[src/inc/config_loader_regs.svh]
`ifndef CONFIG_LOADER_REGS_SVH
`define CONFIG_LOADER_REGS_SVH

// ==========================================================
// Clock rates and derived cycle counts
`define CL_SYS_CLK_KHZ      100000
`define CL_POR_FAST_MS      3
`define CL_POR_STD_MS       50
`define CL_POR_FAST_CYC     (`CL_POR_FAST_MS * `CL_SYS_CLK_KHZ)
`define CL_POR_STD_CYC      (`CL_POR_STD_MS * `CL_SYS_CLK_KHZ)
`define CL_RESTART_US       80
`define CL_RESTART_CYC      ((`CL_RESTART_US * `CL_SYS_CLK_KHZ) / 1000)
`define CL_CE_PULSE_NS      1000
`define CL_CE_PULSE_CYC     ((`CL_CE_PULSE_NS * `CL_SYS_CLK_KHZ + 999999) / 1000000)
`define CL_CFG_CLK_KHZ      40000
`define CL_CFG_CLK_CYC      ((`CL_SYS_CLK_KHZ + `CL_CFG_CLK_KHZ - 1) / `CL_CFG_CLK_KHZ)
`define CL_INIT_OSC_KHZ     10000
`define CL_INIT_OSC_CYC     (`CL_SYS_CLK_KHZ / `CL_INIT_OSC_KHZ)
`define CL_INIT_CYCLES      3180
`define CL_STRAP_CYC        4

// ==========================================================
// Flash read timing, in system cycles
`define CL_AVD_CYC          `CL_CFG_CLK_CYC
`define CL_OE_WAIT_CYC      8

// ==========================================================
// Bus widths, start address, header word layout
`define CL_ADDR_W           24
`define CL_DATA_W           16
`define CL_FLASH_START_ADDR 24'h00_0000
`define CL_HDR_SYNC_MSB     15
`define CL_HDR_SYNC_LSB     8
`define CL_HDR_SYNC         8'h5A
`define CL_HDR_INITDONE_BIT 0

`endif

[src/inc/config_loader_pkg.sv]
package config_loader_pkg;

  // ==========================================================
  // Sequencer stages
  typedef enum logic [3:0] {
    ST_POR,
    ST_RESET,
    ST_ADDR,
    ST_DATA,
    ST_DONE_WAIT,
    ST_INIT,
    ST_USER,
    ST_ERROR,
    ST_RESTART
  } load_state_e;

endpackage : config_loader_pkg

[src/parallel_flash_config_loader.sv]
// The address-and-strobe port and the address map are this design's own decisions.
`timescale 1ns/1ps
`include "config_loader_regs.svh"

module parallel_flash_config_loader
  import config_loader_pkg::*;
#(
  parameter int unsigned          CONFIG_WORDS    = 64,
  parameter logic [`CL_ADDR_W-1:0] START_ADDR     = `CL_FLASH_START_ADDR,
  parameter int unsigned          POR_FAST_CYCLES = `CL_POR_FAST_CYC,
  parameter int unsigned          POR_STD_CYCLES  = `CL_POR_STD_CYC,
  parameter int unsigned          RESTART_CYCLES  = `CL_RESTART_CYC
) (
  // Clock and reset
  input  wire logic                  SYS_CLK_I,
  input  wire logic                  SRST_I,
  // Straps and option pins
  input  wire logic                  SCHEME_FAST_I,
  input  wire logic                  AUTO_RESTART_I,
  input  wire logic                  USER_CLOCK_SEL_I,
  input  wire logic                  USER_INIT_CLOCK_I,
  // Board control lines, open drain
  input  wire logic                  CONFIG_REQUEST_N_I,
  input  wire logic                  CONFIG_STATUS_N_I,
  output logic                       CONFIG_STATUS_N_O,
  output logic                       CONFIG_STATUS_N_OE_O,
  input  wire logic                  CONFIG_COMPLETE_I,
  output logic                       CONFIG_COMPLETE_O,
  output logic                       CONFIG_COMPLETE_OE_O,
  output logic                       INIT_DONE_O,
  output logic                       INIT_DONE_OE_O,
  // Flash interface
  output logic                       CONFIG_CLOCK_OUT_O,
  output logic                       FLASH_HARD_RESET_N_O,
  output logic                       FLASH_CHIP_ENABLE_N_O,
  output logic                       FLASH_OUTPUT_ENABLE_N_O,
  output logic                       FLASH_ADDR_VALID_N_O,
  output logic                       FLASH_WRITE_ENABLE_N_O,
  output logic [`CL_ADDR_W-1:0]      FLASH_ADDR_BUS_O,
  input  wire logic [`CL_DATA_W-1:0] FLASH_DATA_I,
  output logic [`CL_DATA_W-1:0]      FLASH_DATA_O,
  output logic                       FLASH_DATA_OE_O,
  input  wire logic                  FLASH_WAIT_I,
  // Configuration stream to the fabric
  output logic [`CL_DATA_W-1:0]      CFG_WORD_O,
  output logic                       CFG_WORD_VALID_O,
  input  wire logic                  FRAME_ERROR_I,
  // User pin control
  output logic                       USER_MODE_O,
  output logic                       WEAK_PULLUP_EN_O
);

  // ==========================================================
  // Pin synchronisers
  localparam int SW = `CL_DATA_W + 7;

  logic [SW-1:0]         pin_raw;
  logic [SW-1:0]         pin_meta;
  logic [SW-1:0]         pin_sync;
  logic [`CL_DATA_W-1:0] data_s;
  logic                  req_s;
  logic                  status_s;
  logic                  done_s;
  logic                  uclk_s;
  logic                  fast_s;
  logic                  auto_s;
  logic                  usel_s;

  assign pin_raw = {FLASH_DATA_I, CONFIG_REQUEST_N_I, CONFIG_STATUS_N_I, CONFIG_COMPLETE_I,
                    USER_INIT_CLOCK_I, SCHEME_FAST_I, AUTO_RESTART_I, USER_CLOCK_SEL_I};

  // Two stages for every pin except the unused flash wait; only the second stage is read
  always_ff @(posedge SYS_CLK_I) begin
    if (SRST_I) begin
      pin_meta <= '0;
      pin_sync <= '0;
    end else begin
      pin_meta <= pin_raw;
      pin_sync <= pin_meta;
    end
  end

  assign data_s   = pin_sync[SW-1:7];
  assign req_s    = pin_sync[6];
  assign status_s = pin_sync[5];
  assign done_s   = pin_sync[4];
  assign uclk_s   = pin_sync[3];
  assign fast_s   = pin_sync[2];
  assign auto_s   = pin_sync[1];
  assign usel_s   = pin_sync[0];

  // ==========================================================
  // Sequencer state
  load_state_e           state;
  logic [31:0]           timer;
  logic [31:0]           word_cnt;
  logic [`CL_ADDR_W-1:0] addr;
  logic                  fast_por;
  logic                  init_en;
  logic [31:0]           init_cnt;
  logic [31:0]           osc_cnt;
  logic [31:0]           cfg_cnt;
  logic                  cfg_clk;
  logic                  uclk_prev;
  logic [31:0]           por_len;
  logic                  word_take;
  logic                  hdr_bad;
  logic                  frame_bad;
  logic                  last_word;
  logic                  osc_tick;
  logic                  uclk_edge;
  logic                  init_tick;
  logic                  in_cfg;

  assign por_len   = fast_por ? POR_FAST_CYCLES : POR_STD_CYCLES;
  assign word_take = (state == ST_DATA) && (timer == `CL_OE_WAIT_CYC - 1);
  assign hdr_bad   = (word_cnt == 0) &&
                     (data_s[`CL_HDR_SYNC_MSB:`CL_HDR_SYNC_LSB] != `CL_HDR_SYNC);
  assign frame_bad = hdr_bad || FRAME_ERROR_I;
  assign last_word = (word_cnt == CONFIG_WORDS - 1);
  assign in_cfg    = (state == ST_ADDR) || (state == ST_DATA);

  // Main stage sequencer; a low request overrides everything but power-on
  always_ff @(posedge SYS_CLK_I) begin
    if (SRST_I) begin
      state <= ST_POR;
      timer <= '0;
    end else if ((state != ST_POR) && !req_s) begin
      state <= ST_RESET;
      timer <= '0;
    end else begin
      unique case (state)
        ST_POR: begin
          // Strap is caught a few cycles in, once the synchroniser settled
          if ((timer >= por_len - 1) && (timer > `CL_STRAP_CYC)) begin
            state <= ST_RESET;
            timer <= '0;
          end else begin
            timer <= timer + 1;
          end
        end
        ST_RESET: begin
          if (req_s && status_s) begin
            state <= ST_ADDR;
            timer <= '0;
          end
        end
        ST_ADDR: begin
          if (timer == `CL_AVD_CYC - 1) begin
            state <= ST_DATA;
            timer <= '0;
          end else begin
            timer <= timer + 1;
          end
        end
        ST_DATA: begin
          // Fixed access window; the flash wait output is never consulted
          if (word_take) begin
            timer <= '0;
            if (frame_bad) begin
              state <= ST_ERROR;
            end else if (last_word) begin
              state <= ST_DONE_WAIT;
            end else begin
              state <= ST_ADDR;
            end
          end else begin
            timer <= timer + 1;
          end
        end
        ST_DONE_WAIT: begin
          if (done_s) begin
            state <= ST_INIT;
          end
        end
        ST_INIT: begin
          if (init_tick && (init_cnt == `CL_INIT_CYCLES - 1)) begin
            state <= ST_USER;
          end
        end
        ST_USER: begin
          state <= ST_USER;
        end
        ST_ERROR: begin
          if (auto_s) begin
            state <= ST_RESTART;
            timer <= '0;
          end
        end
        ST_RESTART: begin
          if (timer == RESTART_CYCLES - 1) begin
            state <= ST_RESET;
            timer <= '0;
          end else begin
            timer <= timer + 1;
          end
        end
      endcase
    end
  end

  // ==========================================================
  // Power-on strap capture, after the synchroniser has settled
  always_ff @(posedge SYS_CLK_I) begin
    if (SRST_I) begin
      fast_por <= 1'b0;
    end else if ((state == ST_POR) && (timer == `CL_STRAP_CYC)) begin
      fast_por <= fast_s;
    end
  end

  // ==========================================================
  // Word address, word count and stream output
  always_ff @(posedge SYS_CLK_I) begin
    if (SRST_I) begin
      addr             <= START_ADDR;
      word_cnt         <= '0;
      CFG_WORD_O       <= '0;
      CFG_WORD_VALID_O <= 1'b0;
    end else begin
      CFG_WORD_VALID_O <= 1'b0;
      if ((state == ST_RESET) || (state == ST_POR)) begin
        addr     <= START_ADDR;
        word_cnt <= '0;
      end else if (word_take && !frame_bad) begin
        addr             <= addr + 24'h00_0001;
        word_cnt         <= word_cnt + 1;
        CFG_WORD_O       <= data_s;
        CFG_WORD_VALID_O <= 1'b1;
      end
    end
  end

  // Init-done enable comes from the first frame of each load
  always_ff @(posedge SYS_CLK_I) begin
    if (SRST_I) begin
      init_en <= 1'b0;
    end else if ((state == ST_RESET) || (state == ST_POR)) begin
      init_en <= 1'b0;
    end else if (word_take && !frame_bad && (word_cnt == 0)) begin
      init_en <= data_s[`CL_HDR_INITDONE_BIT];
    end
  end

  // ==========================================================
  // Initialisation clock: free internal divider or user clock edges
  assign osc_tick  = (osc_cnt == `CL_INIT_OSC_CYC - 1);
  assign uclk_edge = uclk_s && !uclk_prev;
  assign init_tick = usel_s ? uclk_edge : osc_tick;

  always_ff @(posedge SYS_CLK_I) begin
    if (SRST_I) begin
      osc_cnt   <= '0;
      uclk_prev <= 1'b0;
    end else begin
      osc_cnt   <= osc_tick ? '0 : osc_cnt + 1;
      uclk_prev <= uclk_s;
    end
  end

  // A stalled user clock simply holds the count, delaying user mode
  always_ff @(posedge SYS_CLK_I) begin
    if (SRST_I) begin
      init_cnt <= '0;
    end else if (state != ST_INIT) begin
      init_cnt <= '0;
    end else if (init_tick) begin
      init_cnt <= init_cnt + 1;
    end
  end

  // ==========================================================
  // Configuration clock; rounds the rate down so the flash is never overdriven
  always_ff @(posedge SYS_CLK_I) begin
    if (SRST_I) begin
      cfg_cnt <= '0;
      cfg_clk <= 1'b0;
    end else if (in_cfg) begin
      cfg_cnt <= (cfg_cnt == `CL_CFG_CLK_CYC - 1) ? '0 : cfg_cnt + 1;
      cfg_clk <= (cfg_cnt < `CL_CFG_CLK_CYC / 2);
    end else begin
      cfg_cnt <= '0;
      cfg_clk <= 1'b0;
    end
  end

  assign CONFIG_CLOCK_OUT_O = cfg_clk;

  // ==========================================================
  // Flash strobes; read only, so write enable never falls
  assign FLASH_HARD_RESET_N_O    = !((state == ST_POR) || (state == ST_RESET));
  assign FLASH_CHIP_ENABLE_N_O   = !(in_cfg || (state == ST_ERROR) ||
                                     ((state == ST_RESTART) && (timer >= `CL_CE_PULSE_CYC)));
  assign FLASH_OUTPUT_ENABLE_N_O = !(state == ST_DATA);
  assign FLASH_ADDR_VALID_N_O    = !(state == ST_ADDR);
  assign FLASH_WRITE_ENABLE_N_O  = 1'b1;
  assign FLASH_ADDR_BUS_O        = addr;
  // Device never drives data, so no contention with the flash
  assign FLASH_DATA_O            = '0;
  assign FLASH_DATA_OE_O         = 1'b0;

  // ==========================================================
  // Open-drain board lines and user pin control
  assign CONFIG_STATUS_N_O    = 1'b0;
  assign CONFIG_STATUS_N_OE_O = (state == ST_POR) || (state == ST_ERROR) ||
                                (state == ST_RESTART) || !req_s;
  assign CONFIG_COMPLETE_O    = 1'b0;
  assign CONFIG_COMPLETE_OE_O = !((state == ST_DONE_WAIT) || (state == ST_INIT) ||
                                  (state == ST_USER)) || !req_s;
  assign INIT_DONE_O          = 1'b0;
  assign INIT_DONE_OE_O       = init_en && (in_cfg || (state == ST_DONE_WAIT) ||
                                            (state == ST_INIT));
  assign USER_MODE_O          = (state == ST_USER);
  assign WEAK_PULLUP_EN_O     = !((state == ST_POR) || (state == ST_USER));
endmodule : parallel_flash_config_loader

[config.mk]
export PLATFORM = sky130hd
export DESIGN_NAME = parallel_flash_config_loader
export DESIGN_NICKNAME = d
export VERILOG_FILES = /design/src/inc/config_loader_pkg.sv /design/src/parallel_flash_config_loader.sv
export VERILOG_INCLUDE_DIRS = /design/src /design/src/inc
export SDC_FILE = /design/constraint.sdc
export NUM_CORES = 1
export LEC_CHECK = 0
export ABC_AREA = 1
export ABC_CLOCK_PERIOD_IN_PS = 4300
export BUFFER_PORTS_ARGS = -buffer_cell sky130_fd_sc_hd__buf_4
export CAP_MARGIN = 10
export CORE_ASPECT_RATIO = 0.75
export CORE_UTILIZATION = 55
export CTS_BUF_LIST = sky130_fd_sc_hd__clkbuf_4
export DETAILED_ROUTE_END_ITERATION = 10
export GPL_ROUTABILITY_DRIVEN = 0
export GPL_TIMING_DRIVEN = 0
export PLACE_DENSITY = 0.85
export SLEW_MARGIN = 25
export SYNTH_ARGS = -nofsm -noshare
export SYNTH_HDL_FRONTEND = slang
export SYNTH_SLANG_ARGS = --single-unit
[constraint.sdc]
create_clock -name SYS_CLK_I -period 4.3 [get_ports SYS_CLK_I]
set_input_delay 0.645 -clock SYS_CLK_I [delete_from_list [all_inputs] [get_ports SYS_CLK_I]]
set_output_delay 0.645 -clock SYS_CLK_I [all_outputs]
set_load 0.02 [all_outputs]
==> run metrics, run 1 <==
status completed; Post-CTS Setup Bufs 0; Post-Synthesis Cell Area roughly 14,000 µm²; Max Freq 338 MHz; RR Startpoint pin_sync[19]; HP Start FLASH_DATA_I[2]; starting density of the core 0.568; # setup viols final 0; sequential share of the synthesized area 0.370; synth cell count leaders nand2_1, nor2_1, inv_1; initial antenna violation count 1; drt pass-1 iters 8; DR WL/cell between 10 and 15 µm; post-synth top area share 0.370; Synth area leader dfxtp_1; final wirelength between 30,000 and 40,000 µm; CTS sink count between 200 and 300; RSZ-0062 raised after global routing no; largest family of logic cells by synthesized area simple AND/OR/NAND/NOR gates; first-pass GRT wire length ~60,000 µm; # H-tree levels 3; Worst-Skew Late Latency roughly 0.7 ns; number of vias per cell around 5.4; Tcrit/Tclk final 0.689; post-synthesis adder-cell area fraction 0.0190; Post-synth top flop dfxtp_1; required time worst endpoint roughly 3.7 ns; Final TNS setup 0 ns; maximum root-to-sink buffer count 3; Hold Crit Depth 3; VDD IR max 0.000203 V; Final ANT Viol Nets 0; die height about 140 µm; mux cell area share after synthesis 0; final hold violations 0; min cycle time layout 2.96 ns; number of CTS-inserted buffers 66; Reg2Reg Setup Slack between 1.5 and 2 ns; DR iter-0 viols 1,568; share of layout cells above drive strength 1 0.123; Least-Margin Pin Slew around 0.77 ns; Post-Synth Simple-Gate Area 0.378; min-delay worst type input pin to flop; Synth cell types between 50 and 60; R2R Path End CFG_WORD_O[10]; Pleak between 6 and 7 nW; Cell Rows 49; Core ar. 24,300 µm²; Worst setup EP type output pin; Max Cap Violations 0; nets 2,301; pin count of the biggest net entering global routing 11; fin. max-slew vios 0; clock skew 0.0503 ns; vias 14,300; CP Class flop to output pin; crit-path max FO 6; CTS tree built; cells after synthesis between 2,000 and 2,500; most frequent cell after synthesis nand2_1; CP max-delay cell dfxtp_1; cts repair resizes 0; Post-CTS Hold Buffers 0; vias in the first global route about 13,000; worst-path cell chain nor2_2 > nand2_1 > nor2_1 > nand2_1 > clkinv_2 > nand3_1 > a21oi_1 > buf_4; crit path buf inv count 2; DRC 0; crit-path max cell delay between 0.3 and 0.4 ns; Post-synth EDFFs 0; CP Launch Type flop; crit path DAT between 2 and 2.5 ns; # IOs 99; post-synthesis compound-gate area fraction 0.0773; total gr overflow 0; Port Buf Inserts 75; Die Wd 185 µm; syn_area_per_cell about 6.6 µm²; Clk pin slew, worst setup/hold paths 0.07 ns; top cells by area, synth dfxtp_1, nand2_1, nor2_1; gr usage total 0.287; most frequent CP cell nand2_1; Post-Synth XOR/XNOR Area 0.0438; asr flop ratio synth 0; Hold Path Sink pin_meta[9]; Yosys reg bits ~260; critical path's top delay family simple AND/OR/NAND/NOR gates; cells on worst reg2reg path 9; Fin Hold WS approximately 0.15 ns; relative slew slack 0.490; Stages on worst setup path 8; Pwr per Cell Area between 300 and 400 nW/µm²; clk root buf clkbuf_4; synth-to-layout area growth 13.7%; synth warn 0; dpl hpwl 27,500 µm; Die Area 25,700 µm²
sequential cells by signal (all words and copies together), names as in the netlist, 4 cells and up:
register,cells
pin_meta,23
pin_sync,23
FLASH_ADDR_BUS_O,24
cfg_cnt,32
CFG_WORD_O,16
word_cnt,32
state,4
init_cnt,32
timer,32
osc_cnt,32
report_power, final:
part	internal [mW]	total [mW]	leakage [nW]	switching, mW
clock	1.10	2.15	0.499	1.06
sequential	2.40	2.45	2.06	0.0423
combinational	0.159	0.505	3.85	0.346
total	3.66	5.11	6.41	1.45
worst max path at each step:
stage | end | startpoint | slack, ns
6_report | FLASH_CHIP_ENABLE_N_O | timer[21] | 1.34
4_1_cts | FLASH_CHIP_ENABLE_N_O | timer[21] | 1.33
3_3_place_gp | FLASH_ADDR_BUS_O[11] | SRST_I | 1.66
2_1_floorplan | WEAK_PULLUP_EN_O | state[2] | 2.24
3_5_place_dp | FLASH_ADDR_BUS_O[11] | SRST_I | 1.56
5_1_grt | FLASH_CHIP_ENABLE_N_O | timer[21] | 1.17
area by class of cell:
| cell class | instances | area, µm² |
|---|---|---|
| repair buffers | 75 | 563 |
| multi-input cells | 1483 | 7220 |
| plain buffers | 69 | 402 |
| diodes | 1 | 2.50 |
| clock buffers | 89 | 668 |
| clock inverters | 26 | 173 |
| fillers | 2192 | 8590 |
| flip-flops and latches | 255 | 5100 |
| well taps | 331 | 414 |
| inverters | 303 | 1140 |
through the flow:
stage / setup slack (ns) / util / instance area (µm²) / power (mW) / cells
detailed placement: 1.56 / 0.612 / 14800 / 2.99 / 2516
global placement: 1.66 / 0.612 / 14800 / 2.98 / 2516
global route: 1.17 / 0.646 / 15700 / 5.31 / 2632
floorplan: 2.24 / - / 13900 / 2.84 / 2110
finish: 1.34 / 0.646 / 15700 / 5.11 / 2632
CTS: 1.33 / 0.646 / 15700 / 5.13 / 2631
layout by cell type (no fill, tap or decap), types with 3 or more instances in the layout:
master and count:
buf_6 4, nand4_1 67, inv_1 288, inv_2 15
or2_2 7, nand2_2 6, nor2_1 338, buf_4 100
conb_1 21, o21ai_0 60, nor3_2 5, clkinv_1 12
buf_1 4, nor4_1 32, ha_1 21, nand2_1 451
a21oi_1 115, nor3b_1 13, o211ai_1 4, dfxtp_1 255
clkbuf_1 21, clkinv_2 9, nor2_2 12, o21a_1 5
nor3_1 105, o21ai_1 3, nor2_4 5, xor2_1 52
nand3_1 106, a31oi_1 5, clkbuf_4 89, nand3b_1 8
xnor2_1 17, buf_2 15
layer usage:
metal  GRT usage  part of all wire  wire, µm  up-vias
met1       0.404              0.44     16200     6381
met3      0.0709              0.12      4310       88
met5           0                 0         0        -
met2       0.424              0.42     15700      812
met4       0.101             0.026       972        0
li1            -                 -         -     7014
logic make-up (layout without fill, tap and decap cells):
| family | count (synthesis) | count (layout) |
|---|---|---|
| AND/OR/NAND/NOR | 1170 | 1170 |
| other | 2 | 22 |
| AO/OA/AOI/OAI | 202 | 202 |
| buffers and inverters | 372 | 562 |
| flip-flops | 255 | 255 |
| adder cells (fa/ha/maj) | 21 | 21 |
| XOR/XNOR | 69 | 69 |
worst min-delay path, stage by stage:
cell    delay (ns)
buf_4         0.07
inv_1         0.03
nor2_1        0.07
No activity file was read; power rests on OpenSTA's default activity.
==> run 2: changes to the inputs <==
ABC_CLOCK_PERIOD_IN_PS = 2640   (was 4300)
PLACE_DENSITY = 0.88   (was 0.85)
clock period = 2.64 ns   (was 4.3 ns; I/O delays follow)
==> run 2 against run 1 <==
Compared with the run above:
- first-iteration DRC count rose by 9.8%
- core utilization rose by 1.1 points
- total power rose by 65%
- via count rose by 0.65%
- non-clock buffer count rose by 23
- die area did not move
- combinational power rose by 73%
- sequential share of layout area fell by 0.53 points
- clock power rose by 66%
- hold slack improved by 0.10 ns
- final cell count rose by 0.87%
==> run metrics, run 2 (synthesized netlist as in run 1, its figures left out) <==
vias 14,400 (+0.65%); drt pass-1 iters 6 (-2); final core occ 0.657 (+0.0108); clock skew 0.0661 ns (+0.0158 ns); DRC 0 (unchanged); vias in the first global route 13,100 (+1.9%); crit path DAT 2.24 ns (-0.08 ns); Pleak 6.52 nW (+1.6%); gr usage total 0.290 (+0.00321); worst-path cell chain inv_1 > nand2_4 > nor2_1 > nand3b_1 > buf_4; commonest cells after routing, fill and taps aside nand2_1, nor2_1, inv_1; Clk pwr share 0.423 (about the same); nets 2,324 (+1.0%); pin count of the biggest net entering global routing 11 (unchanged); number of CTS-inserted buffers 66 (unchanged); initial antenna violation count 0 (-1); CP max-delay cell nor2_1; DR iter-0 viols 1,722 (+9.8%); min cycle time layout 2.63 ns; relative slew slack 0.479 (-0.0103); starting density of the core 0.568 (unchanged); synth-to-layout area growth 15.6%; Worst-Skew Late Latency 0.73 ns (+0.03 ns); # setup viols final 0 (unchanged); Pwr per Cell Area 528 nW/µm² (+62%); final hold violations 0 (unchanged); internal power 6.09 mW (+66%); Cell Rows 49 (unchanged); min-delay worst type input pin to flop; # H-tree levels 3 (unchanged); Place WS 0.227 ns (-1.33 ns); FILL cells 2,101 (-4.2%); Die Wd 185 µm (unchanged); total gr overflow 0 (unchanged); CP Launch Type flop; placed insts 2,516 (unchanged); CP Class flop to output pin; Clk pin slew, worst setup/hold paths 0.07 ns (about the same); VDD IR max 0.000383 V (+89%); share of layout cells above drive strength 1 0.120 (-0.00251); Least-Margin Pin Slew 0.781 ns (+0.0154 ns); switching power 2.33 mW (+61%); status completed; Post-CTS Setup Bufs 0 (unchanged); PnR worst setup slack 0.00533 ns (-1.33 ns); CTS tree built; Port Buf Inserts 75 (unchanged); maximum root-to-sink buffer count 3 (unchanged); required time worst endpoint 2.24 ns (-1.41 ns); Core ar. 24,300 µm² (unchanged); number of vias per cell 5.42 (-0.22%); fin. max-slew vios 0 (unchanged); RSZ-0062 raised after global routing yes; commonest non-fill, non-tap cell in the layout nand2_1; # IOs 99 (unchanged); Final ANT Viol Nets 0 (unchanged); Die Area 25,700 µm² (unchanged); Comb pwr share 0.104 (+0.005); crit-path max cell delay 0.45 ns (+0.09 ns); die height 139 µm (unchanged); Max Cap Violations 0 (unchanged); final std cells w/o fill 2,655 (+0.87%); first-pass GRT wire length 61,000 µm (+0.90%); Tcrit/Tclk final 0.998; Worst setup EP type output pin; Max Freq approximately 380 MHz; crit-path max FO 7 (+1); final wirelength 37,600 µm (+1.2%); DR WL/cell 14.2 µm (+0.35%); dpl hpwl 27,500 µm (-0.15%); clk root buf clkbuf_4; Flop pwr share 0.473 (-0.006); switch share 0.277 (-0.00624); CTS sink count 255 (unchanged)
## run 2: cell count changes in the layout (fill, tap and decap cells not counted), sizes merged
cell / delta
dlygate4sd3: +23
clkbuf: +2
clkinvlp: -2
bufinv: +1
clkinv: -1
## run 2: per-stage QoR
step | TNS (ns) | power [mW] | hold slack, ns | cell area [µm²]
finish | 0 | 8.42 | 0.250 | 16000
CTS | 0 | 8.43 | 0.210 | 15900
detailed placement | 0 | 4.87 | 0.393 | 14800
global route | -0.158 | 8.77 | 0.279 | 15900
floorplan | 0 | 4.63 | 0.388 | 13900
global placement | 0 | 4.86 | 0.391 | 14800
## run 2: worst paths after layout
path                                  start  slack (ns)              endpoint  cells past startpoint
worst max register to register     state[3]        0.17             timer[12]                      9
worst min-delay path                 SRST_I        0.25          init_cnt[14]                      4
worst min register to register  pin_meta[4]        0.36           pin_sync[4]                      2
worst max-delay path               state[3]       0.005  CONFIG_STATUS_N_OE_O                      5
## run 2: metal layers
metal  vias up  wire length, µm  global-route usage
met2       798            15900               0.431
met1      6390            15800               0.396
met3       153             4400              0.0706
met4         0             1410               0.131
li1       7047                -                   -
met5         -                0                   0
## run 2: cell type report
class | count | area, µm² | share of cell area
multi-input cells | 1483 | 7240 | 0.454
inverters | 303 | 1140 | 0.0714
clock buffers | 91 | 683 | 0.0428
plain buffers | 69 | 402 | 0.0252
well taps | 331 | 414 | 0.0260
clock inverters | 24 | 170 | 0.0107
diodes | 1 | 2.50 | 0.000157
repair buffers | 98 | 793 | 0.0497
flip-flops and latches | 255 | 5100 | 0.320
## run 2: timing repair
item                                    in CTS  in global routing
gates resized for setup                      3                  2
hold endpoints to repair                    23                  0
endpoints found under the setup margin       1                  4
hold buffers                                23                  0
pin swaps                                    0                  1
## run 2: critical path: cells and delay by family, from the launching register on
family                 cells  cell delay (ns)
AND/OR/NAND/NOR            3             0.85
flip-flops                 1             0.31
buffers and inverters      2             0.36
## run 2: power by group through the flow
stage / logic (mW) / registers (mW) / clock network, mW
3_3_place_gp: 0.792 / 4.06 / 0
6_report: 0.874 / 3.98 / 3.56
4_1_cts: 0.840 / 3.98 / 3.61
3_5_place_dp: 0.806 / 4.07 / 0
5_1_grt: 0.945 / 3.99 / 3.83
2_1_floorplan: 0.581 / 4.05 / 0
==> run 3: changes to the inputs <==
CTS_BUF_LIST = sky130_fd_sc_hd__clkbuf_2 sky130_fd_sc_hd__clkbuf_4 sky130_fd_sc_hd__clkbuf_8   (was sky130_fd_sc_hd__clkbuf_4)
==> run 3 against run 2 <==
Compared with the run above:
- clock power grew 14%
- clock-buffer cell count shrank 20
- core utilization shrank 0.33 points
- critical path depth grew 1
- via count shrank 1.4%
- sequential power is essentially flat
- flip-flop and latch count is the same
- register-to-register slack gained 0.05 ns
- maximum frequency grew 5.2%
- total power grew 5.6%
- highest routed layer unchanged
==> run metrics, run 3 (synthesized netlist as in run 1, its figures left out) <==
share of layout cells above drive strength 1 0.114 (-0.00644); Cell Rows 49 (unchanged); nets 2,277 (-2.0%); Max Freq 399 MHz (+5.2%); crit path DAT 2.11 ns (-0.13 ns); pin count of the biggest net entering global routing 12 (+1); # H-tree levels 2 (-1); # IOs 99 (unchanged); register area 5100 µm² (unchanged); critical path's top delay family simple AND/OR/NAND/NOR gates; min cycle time layout 2.51 ns (-0.129 ns); CP Class flop to output pin; Pwr per Cell Area 560 nW/µm² (+6.1%); DR iter-0 viols 1,728 (+0.35%); die height 139 µm (unchanged); Least-Margin Pin Slew 0.753 ns (-0.0279 ns); CP Launch Type flop; Core ar. 24,300 µm² (unchanged); Place WS 0.227 ns (unchanged); Die Wd 185 µm (unchanged); clock skew 0.0254 ns (-0.0408 ns); Post-CTS Setup Bufs 0 (unchanged); starting density of the core 0.568 (unchanged); CTS sink count 255 (unchanged); dpl hpwl 27,500 µm (unchanged); grt met2 use 0.429 (-0.00178); initial antenna violation count 0 (unchanged); crit-path max cell delay 0.37 ns (-0.08 ns); # setup viols final 0 (unchanged); Die Area 25,700 µm² (unchanged); Clk pin slew, worst setup/hold paths 0.06 ns (about the same); clk root buf clkbuf_8; crit path buf inv count 2 (unchanged); VDD IR max 0.000416 V (+8.8%); Post-CTS Hold Buffers 0 (-100%); number of vias per cell 5.48 (+1.0%); gr usage total 0.285 (-0.00547); Worst setup EP type output pin; Tcrit/Tclk final 0.949 (-0.0490); met3 Use GR 0.0562 (-0.0144); first-pass GRT wire length 60,100 µm (-1.5%); CP max-delay cell dfxtp_1; synth-to-layout area growth 15.0%; crit-path max FO 7 (unchanged); Final ANT Viol Nets 0 (unchanged); vias 14,200 (-1.4%); worst-path cell chain inv_2 > nand2_2 > nor3_4 > nor2_1 > nand3b_1 > buf_4; CTS tree built; FILL cells 2,123 (+1.0%); required time worst endpoint 2.24 ns (about the same); busiest layer in global routing met2; DRC 0 (unchanged); PnR worst setup slack 0.135 ns (+0.129 ns); final wirelength 37,100 µm (-1.2%); commonest non-fill, non-tap cell in the layout nand2_1; Max Cap Violations 0 (unchanged); ant diodes 0 (-1); status completed; relative slew slack 0.498 (+0.0186); RSZ-0062 raised after global routing no; Pleak 6.45 nW (-1.0%); final hold violations 0 (unchanged); min-delay worst type input pin to flop; number of CTS-inserted buffers 42 (-36%); Final TNS setup 0 ns (unchanged); global routing usage on met1 0.397 (+0.000689); Worst-Skew Late Latency 0.57 ns (-0.16 ns); fin. max-slew vios 0 (unchanged); multi-input gate area in the final layout 7230 µm² (-0.14%); drt pass-1 iters 6 (unchanged); maximum root-to-sink buffer count 3 (unchanged); total gr overflow 0 (unchanged); commonest cells after routing, fill and taps aside nand2_1, nor2_1, inv_1; vias in the first global route 12,800 (-2.4%); DR WL/cell 14.3 µm (+1.2%); Port Buf Inserts 75 (unchanged)
==> run 3: changes by cell type in the layout (fill, tap and decap cells not counted), moves of 2 or more <==
cell / previous run / this run
dlygate4sd3_1: 23 / 0
clkbuf_8: 0 / 64
inv_6: 0 / 2
clkinv_1: 19 / 1
clkbuf_4: 91 / 7
inv_2: 15 / 13
==> run 3: metrics by stage <==
stage / std cells / cell area, µm² / util / hold slack [ns] / total power [mW]
6_report: 2592 / 15900 / 0.654 / 0.0393 / 8.89
2_1_floorplan: 2110 / 13900 / - / 0.388 / 4.63
5_1_grt: 2592 / 15900 / 0.654 / 0.0353 / 9.21
4_1_cts: 2592 / 15900 / 0.653 / 0.0271 / 8.90
3_3_place_gp: 2516 / 14800 / 0.612 / 0.391 / 4.86
3_5_place_dp: 2516 / 14800 / 0.612 / 0.393 / 4.87
==> run 3: final timing paths <==
check / start / cells after the start / endpoint / slack (ns)
max: state[1] / 6 / CONFIG_STATUS_N_OE_O / 0.13
min reg2reg: pin_meta[13] / 2 / pin_sync[13] / 0.40
min: FLASH_DATA_I[0] / 3 / pin_meta[7] / 0.04
max reg2reg: timer[1] / 10 / CFG_WORD_O[12] / 0.22
==> run 3: worst min-delay path, delay by kind of cell <==
family / cells / cell delay [ns]
simple gates: 1 / 0.06
buf+inv: 2 / 0.10
==> run 3: report_power, final <==
part           internal, mW  total (mW)  switching, mW  leakage, nW
Combinational         0.259       0.847          0.589         3.85
Clock                  2.43        4.06           1.63        0.534
Sequential             3.92        3.99         0.0680         2.06
Total                  6.60        8.89           2.29         6.45
==> run 3: layout make-up <==
cell class	count	share of cell area
timing repair buffer	75	0.0355
inverter	303	0.0717
tap	331	0.0261
buffer	69	0.0253
sequential	255	0.322
clock buffer	71	0.0588
multi-input combinational	1483	0.456
clock inverter	5	0.00520
==> run 3: repair_timing <==
| action | CTS | global route |
|---|---|---|
| gates resized for setup | 0 | 3 |
| endpoints found under the hold margin | 0 | 0 |
| setup endpoints to repair | 0 | 1 |
==> run 3: metal layers <==
layer  share of wire  wire [µm]  vias to the layer above
met5               0          0                        -
met4           0.033       1230                        0
met3            0.11       4130                      122
met2            0.43      15900                      787
met1            0.43      15800                     6357
li1                -          -                     6926
